File: config.mk
export PLATFORM = sky130hd
export DESIGN_NAME = plcc_link_cfg
export DESIGN_NICKNAME = d
export VERILOG_FILES = /design/src/hdl/plcc_pkg.sv /design/src/hdl/plcc_dwell_timer.sv /design/src/hdl/plcc_skip_expander.sv /design/src/hdl/plcc_link_cfg.sv
export SDC_FILE = /design/constraint.sdc
export NUM_CORES = 1
export LEC_CHECK = 0
export BUFFER_PORTS_ARGS = -buffer_cell sky130_fd_sc_hd__buf_2
export CORE_AREA = 5 5 211 213
export CTS_CLUSTER_SIZE = 25
export DETAILED_ROUTE_END_ITERATION = 8
export DIE_AREA = 0 0 216 218
export GPL_ROUTABILITY_DRIVEN = 0
export PLACE_DENSITY_LB_ADDON = 0.1
export SLEW_MARGIN = 5
export SYNTH_ARGS = -nofsm -noshare
export SYNTH_HDL_FRONTEND = slang
export SYNTH_SLANG_ARGS = --single-unit
File: constraint.sdc
create_clock -name i_clk -period 21.4 [get_ports i_clk]
set_clock_uncertainty 0.05 [all_clocks]
set_input_delay 1.07 -clock i_clk [delete_from_list [all_inputs] [get_ports i_clk]]
set_output_delay 1.07 -clock i_clk [all_outputs]
set_load 0.02 [all_outputs]
File: src/hdl/plcc_pkg.sv
package plcc_pkg;
	localparam int LANES = 4;
	localparam logic [11:0] OFS_CFG = 12'h534;
	localparam logic [11:0] OFS_STS = 12'h540;
	localparam logic [31:0] CFG_RESET = 32'h2020_0000;
	localparam logic [31:0] CFG_WMASK = 32'h7fff_010f;
	localparam logic [1:0] HTRANS_NONSEQ = 2'h2;
	localparam logic [1:0] HTRANS_SEQ = 2'h3;
	localparam logic HRESP_OKAY = 1'h0;
	localparam int STS_FTS_ACTIVE = 0;
	localparam int STS_SKIP_DET = 1;
	localparam int STS_RX_MASK = 2;
	localparam int STS_TX_HOLD = 3;
	localparam int STS_TIMEOUT = 4;
	localparam int STS_FORCE_EN = 5;
	localparam int STS_LANE_LSB = 8;
	localparam int CLK_PERIOD_PS = 50000;
	localparam int UI_GEN1_PS = 400;
	localparam int UI_GEN2_PS = 200;
	localparam int SYM_UI = 10;
	localparam int FTS_SYMS = 4;
	localparam int NFTS_TO_MULT = 40;
	localparam int PS_PER_NS = 1000;
	localparam int RX_IDLE_NS0 = 20;
	localparam int RX_IDLE_NS1 = 40;
	localparam int RX_IDLE_NS2 = 80;
	localparam int RX_IDLE_NS3 = 160;
	localparam int TX_IDLE_NS0 = 20;
	localparam int TX_IDLE_NS1 = 100;
	localparam int TX_IDLE_NS2 = 500;
	localparam int TX_IDLE_NS3 = 1000;
	localparam int SKIP_FULL_SYMS = 3;
	localparam int SKIP_COMP_SYMS = 1;

	typedef logic [7:0] plcc_cnt_t;

	typedef struct packed {
		logic rsv31;
		logic tx_uncompressed_skip_sel;
		logic [1:0] l0s_rx_skip_detect_delay;
		logic [1:0] l0s_rx_idle_min_time;
		logic [1:0] tx_idle_min_time;
		logic [7:0] fts_exit_timeout_extra;
		logic [6:0] rsv15_9;
		logic lane_invert_force_en;
		logic [3:0] rsv7_4;
		logic [3:0] lane_invert_force_bits;
	} plcc_cfg_t;

	typedef struct packed {
		logic wr;
		logic rd;
		logic [11:0] ofs;
	} plcc_req_t;

	typedef struct packed {
		logic valid;
		logic compressed;
	} plcc_skip_t;

	function automatic plcc_cnt_t ps_up(int ps);
		int c;
		c = (ps + CLK_PERIOD_PS - 1) / CLK_PERIOD_PS;
		return plcc_cnt_t'((c < 1) ? 1 : c);
	endfunction

	function automatic plcc_cnt_t rx_idle_cycles(logic [1:0] sel);
		unique case (sel)
			2'h0: return ps_up(RX_IDLE_NS0 * PS_PER_NS);
			2'h1: return ps_up(RX_IDLE_NS1 * PS_PER_NS);
			2'h2: return ps_up(RX_IDLE_NS2 * PS_PER_NS);
			2'h3: return ps_up(RX_IDLE_NS3 * PS_PER_NS);
		endcase
	endfunction

	function automatic plcc_cnt_t tx_idle_cycles(logic [1:0] sel);
		unique case (sel)
			2'h0: return ps_up(TX_IDLE_NS0 * PS_PER_NS);
			2'h1: return ps_up(TX_IDLE_NS1 * PS_PER_NS);
			2'h2: return ps_up(TX_IDLE_NS2 * PS_PER_NS);
			2'h3: return ps_up(TX_IDLE_NS3 * PS_PER_NS);
		endcase
	endfunction

	function automatic plcc_cnt_t skip_wait_cycles(logic [1:0] sel,
		logic [7:0] nfts, logic gen2);
		int units;
		int ui;
		ui = gen2 ? UI_GEN2_PS : UI_GEN1_PS;
		unique case (sel)
			2'h0: units = 0;
			2'h1: units = int'(nfts >> 2);
			2'h2: units = int'(nfts >> 1);
			2'h3: units = int'(nfts);
		endcase
		if (units == 0)
			return '0;
		return ps_up(units * FTS_SYMS * SYM_UI * ui);
	endfunction

	function automatic plcc_cnt_t fts_timeout_cycles(logic [7:0] nfts,
		logic [7:0] extra, logic gen2);
		int ps;
		int c;
		ps = NFTS_TO_MULT * (int'(nfts) + int'(extra))
			* (gen2 ? UI_GEN2_PS : UI_GEN1_PS);
		c = ps / CLK_PERIOD_PS;
		return plcc_cnt_t'((c < 1) ? 1 : c);
	endfunction
endpackage

File: src/hdl/plcc_dwell_timer.sv
`timescale 1ns/10ps
module plcc_dwell_timer (
	input wire logic i_clk, // Clock
	input wire logic i_rstn, // Async reset, active low
	input wire logic i_start, // Load dwell length
	input wire logic i_cancel, // Abort dwell
	input wire plcc_pkg::plcc_cnt_t i_cycles, // Dwell length
	output logic o_busy, // Dwell running
	output logic o_done // Last dwell cycle
);
	plcc_pkg::plcc_cnt_t cnt_q;

	always_ff @(posedge i_clk or negedge i_rstn) begin
		if (!i_rstn) begin
			cnt_q <= '0;
		end else if (i_cancel) begin
			cnt_q <= '0;
		end else if (i_start) begin
			cnt_q <= i_cycles;
		end else if (cnt_q != '0) begin
			cnt_q <= cnt_q - 8'h01;
		end
	end

	assign o_busy = (cnt_q != '0);
	assign o_done = (cnt_q == 8'h01) && !i_start && !i_cancel;
endmodule

File: src/hdl/plcc_skip_expander.sv
`timescale 1ns/10ps
module plcc_skip_expander (
	input wire logic i_clk, // Clock
	input wire logic i_rstn, // Async reset, active low
	input wire logic i_skip_req, // Skip set due
	input wire logic i_full_sel, // Send full sets
	output plcc_pkg::plcc_skip_t o_to_buf, // Set handed to buffer
	output logic o_busy, // Set being emitted
	output logic o_com_sym, // Comma symbol out
	output logic o_skp_sym, // Skip symbol out
	output logic o_inserted // Skip symbol added by buffer
);
	logic [2:0] left_q;
	logic [2:0] given_q;
	logic start;

	assign start = i_skip_req && !o_busy;
	assign o_busy = o_to_buf.valid || (left_q != '0);

	always_ff @(posedge i_clk or negedge i_rstn) begin
		if (!i_rstn) begin
			o_to_buf <= '0;
		end else begin
			o_to_buf.valid <= start;
			o_to_buf.compressed <= start ? !i_full_sel : 1'b0;
		end
	end

	always_ff @(posedge i_clk or negedge i_rstn) begin
		if (!i_rstn) begin
			left_q <= '0;
			given_q <= '0;
		end else if (o_to_buf.valid) begin
			// Buffer always emits a full set
			left_q <= 3'(plcc_pkg::SKIP_FULL_SYMS);
			given_q <= o_to_buf.compressed ?
				3'(plcc_pkg::SKIP_COMP_SYMS) :
				3'(plcc_pkg::SKIP_FULL_SYMS);
		end else if (left_q != '0) begin
			left_q <= left_q - 3'h1;
			if (given_q != '0) begin
				given_q <= given_q - 3'h1;
			end
		end
	end

	assign o_com_sym = o_to_buf.valid;
	assign o_skp_sym = (left_q != '0);
	assign o_inserted = (left_q != '0) && (given_q == '0);
endmodule

File: src/hdl/plcc_link_cfg.sv
`timescale 1ns/10ps
module plcc_link_cfg (
	input wire logic i_clk, // 20 MHz clock
	input wire logic i_rstn, // Async reset, active low
	input wire logic i_hsel, // AHB select
	input wire logic [31:0] i_haddr, // AHB address
	input wire logic [1:0] i_htrans, // AHB transfer type
	input wire logic i_hwrite, // AHB write
	input wire logic [2:0] i_hsize, // AHB size
	input wire logic [31:0] i_hwdata, // AHB write data
	input wire logic i_hready, // AHB bus ready
	output logic o_hreadyout, // AHB slave ready
	output logic o_hresp, // AHB response
	output logic [31:0] o_hrdata, // AHB read data
	input wire logic [7:0] i_nfts, // Advertised N_FTS
	input wire logic i_gen2, // Link at Gen2 rate
	input wire logic i_tx_skip_req, // Skip set due
	input wire logic i_rx_l0s_entry, // Rx L0s entry pulse
	input wire logic i_rx_fts_enter, // Rx L0s FTS entry pulse
	input wire logic i_rx_fts_exit, // Rx L0s FTS left pulse
	input wire logic i_tx_idle_entry, // Tx L0s or L1 entry pulse
	input wire logic i_detect_entry, // Detect entry pulse
	input wire logic [3:0] i_auto_lane_invert, // Automatic polarity
	output plcc_pkg::plcc_skip_t o_skip_to_buf, // Skip set to buffer
	output logic o_eb_com_sym, // Buffer comma out
	output logic o_eb_skp_sym, // Buffer skip symbol out
	output logic o_eb_inserted, // Buffer added skip
	output logic o_rx_idle_exit_mask, // Ignore idle exit
	output logic o_rx_l0s_entry_done, // Rx entry dwell ends
	output logic o_rx_skip_detect_en, // Skip detection on
	output logic o_fts_timeout, // N_FTS timeout pulse
	output logic o_tx_idle_hold, // Hold electrical idle
	output logic o_tx_idle_done, // Tx idle dwell ends
	output logic [3:0] o_lane_invert // Receive polarity invert
);
	plcc_pkg::plcc_cfg_t cfg_q;
	plcc_pkg::plcc_req_t req_q;
	logic force_en_q;
	logic [3:0] force_bits_q;
	logic fts_active_q;
	logic timeout_q;
	logic [31:0] sts;
	logic addr_ok;
	logic wr_cfg;
	logic wr_sts;
	logic skip_busy;
	logic to_done;
	logic skip_exp_busy;
	plcc_pkg::plcc_cnt_t skip_cyc;
	plcc_pkg::plcc_cnt_t to_cyc;

	// Bus slave: zero wait state, always OKAY
	assign o_hreadyout = 1'b1;
	assign o_hresp = plcc_pkg::HRESP_OKAY;
	assign addr_ok = i_hsel && i_hready &&
		(i_htrans == plcc_pkg::HTRANS_NONSEQ ||
		i_htrans == plcc_pkg::HTRANS_SEQ);

	always_ff @(posedge i_clk or negedge i_rstn) begin
		if (!i_rstn) begin
			req_q <= '0;
		end else if (i_hready) begin
			req_q.wr <= addr_ok && i_hwrite;
			req_q.rd <= addr_ok && !i_hwrite;
			req_q.ofs <= {i_haddr[11:2], 2'h0};
		end
	end

	assign wr_cfg = req_q.wr && (req_q.ofs == plcc_pkg::OFS_CFG);
	assign wr_sts = req_q.wr && (req_q.ofs == plcc_pkg::OFS_STS);

	always_ff @(posedge i_clk or negedge i_rstn) begin
		if (!i_rstn) begin
			cfg_q <= plcc_pkg::plcc_cfg_t'(plcc_pkg::CFG_RESET);
		end else if (wr_cfg) begin
			cfg_q <= plcc_pkg::plcc_cfg_t'(i_hwdata &
				plcc_pkg::CFG_WMASK);
		end
	end

	always_comb begin
		sts = '0;
		sts[plcc_pkg::STS_FTS_ACTIVE] = fts_active_q;
		sts[plcc_pkg::STS_SKIP_DET] = o_rx_skip_detect_en;
		sts[plcc_pkg::STS_RX_MASK] = o_rx_idle_exit_mask;
		sts[plcc_pkg::STS_TX_HOLD] = o_tx_idle_hold;
		sts[plcc_pkg::STS_TIMEOUT] = timeout_q;
		sts[plcc_pkg::STS_FORCE_EN] = force_en_q;
		sts[plcc_pkg::STS_LANE_LSB +: plcc_pkg::LANES] = o_lane_invert;
	end

	always_comb begin
		o_hrdata = '0;
		if (req_q.rd && req_q.ofs == plcc_pkg::OFS_CFG) begin
			o_hrdata = 32'(cfg_q);
		end else if (req_q.rd && req_q.ofs == plcc_pkg::OFS_STS) begin
			o_hrdata = sts;
		end
	end

	// Sticky timeout flag, write one to clear, a new event wins
	always_ff @(posedge i_clk or negedge i_rstn) begin
		if (!i_rstn) begin
			timeout_q <= 1'b0;
		end else if (to_done) begin
			timeout_q <= 1'b1;
		end else if (wr_sts && i_hwdata[plcc_pkg::STS_TIMEOUT]) begin
			timeout_q <= 1'b0;
		end
	end

	plcc_skip_expander u_skip (
		.i_clk(i_clk),
		.i_rstn(i_rstn),
		.i_skip_req(i_tx_skip_req),
		.i_full_sel(cfg_q.tx_uncompressed_skip_sel),
		.o_to_buf(o_skip_to_buf),
		.o_busy(skip_exp_busy),
		.o_com_sym(o_eb_com_sym),
		.o_skp_sym(o_eb_skp_sym),
		.o_inserted(o_eb_inserted)
	);

	plcc_dwell_timer u_rx_idle (
		.i_clk(i_clk),
		.i_rstn(i_rstn),
		.i_start(i_rx_l0s_entry),
		.i_cancel(1'b0),
		.i_cycles(plcc_pkg::rx_idle_cycles(
			cfg_q.l0s_rx_idle_min_time)),
		.o_busy(o_rx_idle_exit_mask),
		.o_done(o_rx_l0s_entry_done)
	);

	plcc_dwell_timer u_tx_idle (
		.i_clk(i_clk),
		.i_rstn(i_rstn),
		.i_start(i_tx_idle_entry),
		.i_cancel(1'b0),
		.i_cycles(plcc_pkg::tx_idle_cycles(
			cfg_q.tx_idle_min_time)),
		.o_busy(o_tx_idle_hold),
		.o_done(o_tx_idle_done)
	);

	assign skip_cyc = plcc_pkg::skip_wait_cycles(
		cfg_q.l0s_rx_skip_detect_delay, i_nfts, i_gen2);
	assign to_cyc = plcc_pkg::fts_timeout_cycles(i_nfts,
		cfg_q.fts_exit_timeout_extra, i_gen2);

	plcc_dwell_timer u_skip_wait (
		.i_clk(i_clk),
		.i_rstn(i_rstn),
		.i_start(i_rx_fts_enter),
		.i_cancel(i_rx_fts_exit),
		.i_cycles(skip_cyc),
		.o_busy(skip_busy),
		.o_done()
	);

	plcc_dwell_timer u_fts_to (
		.i_clk(i_clk),
		.i_rstn(i_rstn),
		.i_start(i_rx_fts_enter),
		.i_cancel(i_rx_fts_exit),
		.i_cycles(to_cyc),
		.o_busy(),
		.o_done(to_done)
	);

	always_ff @(posedge i_clk or negedge i_rstn) begin
		if (!i_rstn) begin
			fts_active_q <= 1'b0;
		end else if (i_rx_fts_enter) begin
			fts_active_q <= 1'b1;
		end else if (i_rx_fts_exit || to_done) begin
			fts_active_q <= 1'b0;
		end
	end

	assign o_rx_skip_detect_en = fts_active_q && !skip_busy;
	assign o_fts_timeout = to_done;

	// Force settings are sampled only on entry to Detect
	always_ff @(posedge i_clk or negedge i_rstn) begin
		if (!i_rstn) begin
			force_en_q <= 1'b0;
			force_bits_q <= '0;
		end else if (i_detect_entry) begin
			force_en_q <= cfg_q.lane_invert_force_en;
			force_bits_q <= cfg_q.lane_invert_force_bits;
		end
	end

	for (genvar n = 0; n < plcc_pkg::LANES; n++) begin : g_lane
		assign o_lane_invert[n] = force_en_q ? force_bits_q[n] :
			i_auto_lane_invert[n];
	end

	// Helper: cycles since FTS entry
	plcc_pkg::plcc_cnt_t to_elapsed_q;
	plcc_pkg::plcc_cnt_t to_len_q;
	always_ff @(posedge i_clk or negedge i_rstn) begin
		if (!i_rstn) begin
			to_elapsed_q <= '0;
			to_len_q <= '0;
		end else if (i_rx_fts_enter) begin
			to_elapsed_q <= 8'h01;
			to_len_q <= to_cyc;
		end else if (to_elapsed_q != 8'hff) begin
			to_elapsed_q <= to_elapsed_q + 8'h01;
		end
	end
endmodule

==> results_dict.tcl <==
set metrics [dict create \
    critPathSlowestCell "xnor2_1" \
    cts-resized-gates 0 \
    ant_nets 0 \
    clk_path_buf_depth 2 \
    postCtsSetupRepairBufs 0 \
    critical_path_class "reg -> reg" \
    synth_top_family_by_area "compound AO/OA/AOI/OAI gates" \
    synth_area_mm2 0.0197 \
    yosys_warnings 0 \
    worst_hold_path.num_cells 1 \
    die_h_um 218 \
    tns_ps 0 \
    dieArea_mm2 0.0471 \
    maxCapViolations 0 \
    drtIter0Drc 1337 \
    coreArea_mm2 0.0425 \
    synthSimpleGateAreaFrac_pct 24.3 \
    grt_max_degree 80 \
    r2r-start "cfg_q[29]" \
    cp.arrival_ps 20100 \
    synth_compound_area_share_pct 29.7 \
    area_growth_pct 5.71 \
    synth-seq-cells 79 \
    fin_crit_sh_pct 93.0 \
    worstPathRequired_ps 21590 \
    drtPass1Iterations 6 \
    crit_fanout 16 \
    start_util_pct 46.4 \
    syn_avg_cell_area_um2 7.70 \
    synth_edf_count 0 \
    vias 19300 \
    rows 76 \
    hold_viol_final 0 \
    die_w_um 216 \
    worst_skew_pair.late_latency_ps 350 \
    cts_tree "done" \
    tightestPinTransition_ps 1210 \
    viasPerCell 6.13 \
    routedWlPerCell_um 17.5 \
    cp-startpoint "cfg_q[29]" \
    crit_end "u_skip_wait.cnt_q[0]" \
    ioPinCount 142 \
    drive_gt1_share_pct 11.6 \
    r2r_cells 60 \
    seq_area_frac_synth_pct 10.0 \
    synthArstFlopShare_pct 100 \
    grt_pass1_vias 18300 \
    ys_types 141 \
    yosys.area_share.xor_xnor_pct 8.48 \
    cpPeakStageDelay_ps 830 \
    wl_mm 55.1 \
    clk_pin_slew_worst_paths_ps 70 \
    nNetsFinal 2917 \
    ctsHoldBuffers 0 \
    cts-root-buf "clkbuf_16" \
    grt-ovfl-total 0 \
    synth_fa_ha_area_share_pct 16.8 \
    cts_buffers 9 \
    grt_pass1_wl_mm 90.4 \
    holdCritPathClass "reg -> reg" \
    end_kind "flip-flop" \
    start_kind "flip-flop" \
    portBuffers 95 \
    diodes 0 \
    slew_headroom_pct 18.9 \
    maxSlewViolCount 0 \
    htreeDepth 3 \
    cts_sinks 79 \
    dp_hpwl_mm 45.3 \
    finish.utilization_pct 49.0 \
    drc 0 \
    rsz0062_at_grt "no" \
    ys.flop_type "dfrtp_1" \
    synth_mux_area_share_pct 5.28 \
    finalCriticalPeriod_ps 19900 \
    setup_violations 0 \
    max_freq_mhz 50.2 \
    grt_util_all_layers_pct 22.1 \
    rrSetupSlack_ps 1500 \
    status "complete, no violations" \
    antenna_found_initial 1 \
    r2r-end "u_skip_wait.cnt_q[0]" \
    synthCells 2560 \
    path_common_cell "ha_1" \
]
==> placed cells by master (no fill, tap or decap), types with 28 or more instances in the layout <==
cell type and count:
dfrtp_1 77, and3_1 28, xnor2_1 139, xor2_1 50, nor3_1 82, buf_2 94
nor2_1 203, mux2i_1 39, ha_1 168, nand2_1 210, nand2b_1 29, inv_1 160
o211ai_1 33, a211oi_1 51, mux2_2 54, and2_1 70, a31oi_1 37, o21ai_0 116
a21oi_1 145, fa_1 58, a21o_1 39, nand3_1 77, nor4_1 34
==> cell families after synthesis <==
kind of cell | count (synthesis)
and+or+nand+nor | 920
AOI/OAI and AO/OA | 788
buffers and inverters | 255
adders and majority gates | 230
xor gates and xnor gates | 190
muxes | 96
DFF | 79
other | 2
==> flip-flops by register name, summed over array words and instances, names as in the netlist, 3 cells and up <==
signal / cells
force_bits_q: 4
u_skip.given_q: 3
cfg_q: 20
u_fts_to.cnt_q: 8
u_skip_wait.cnt_q: 8
req_q: 12
u_skip.left_q: 3
u_rx_idle.cnt_q: 8
u_tx_idle.cnt_q: 8
==> area by class of cell <==
class,instances,area [um^2]
Clock buffer,9,225
Clock inverter,7,61.3
Fill cell,4168,21700
Inverter,162,613
Multi-Input combinational cell,2242,16700
Sequential cell,79,1980
Tap cell,546,683
Timing Repair Buffer,104,546
==> cell usage after synthesis, drive strengths merged (54+ instances only) <==
cell	count	area, um^2
a211oi	55	448
a21oi	149	768
and2	71	444
dfrtp	77	1930
fa	58	1160
ha	168	2100
inv	162	613
mux2	54	608
nand2	213	812
nand3	80	415
nor2	207	792
nor3	87	468
o21ai	138	713
xnor2	140	1230
==> routing by layer <==
metal  vias to the layer above  part of all wire [%]  global-route usage, %
li1                       9620                     -                      -
met1                      9181                    47                   29.8
met2                       434                    48                   39.0
met3                        67                   3.5                   1.79
met4                         2                   1.6                   4.41
met5                         -                 0.024                      0
==> worst min-delay path by stage <==
stage | start | end
detailed placement | cfg_q[30] | u_skip.o_to_buf[0]
global placement | cfg_q[30] | u_skip.o_to_buf[0]
floorplan | cfg_q[30] | u_skip.o_to_buf[0]
CTS | cfg_q[30] | u_skip.o_to_buf[0]
global route | cfg_q[30] | u_skip.o_to_buf[0]
finish | cfg_q[30] | u_skip.o_to_buf[0]
==> stage by stage <==
stage / worst slack (ps) / area (um^2) / hold slack [ps] / instances
floorplan: 4680 / 19800 / 361 / 2576
finish: 1500 / 20800 / 404 / 3149
detailed placement: 1430 / 20500 / 393 / 3133
global placement: 1760 / 20500 / 390 / 3133
global route: 177 / 20800 / 432 / 3149
CTS: 1700 / 20800 / 409 / 3149
==> critical path, delay by kind of cell, from the launching register on <==
kind            cells  cell delay [ps]
xor+xnor            3             1320
buf+inv             3              300
mux                 1              350
flops               1              790
fa+ha+maj          11             3690
simple gates       19             5320
compound gates     23             7890
Power is left out: the tool's default activity adds up to more than one toggle a clock period on the data nets, which glitch-free logic cannot reach.
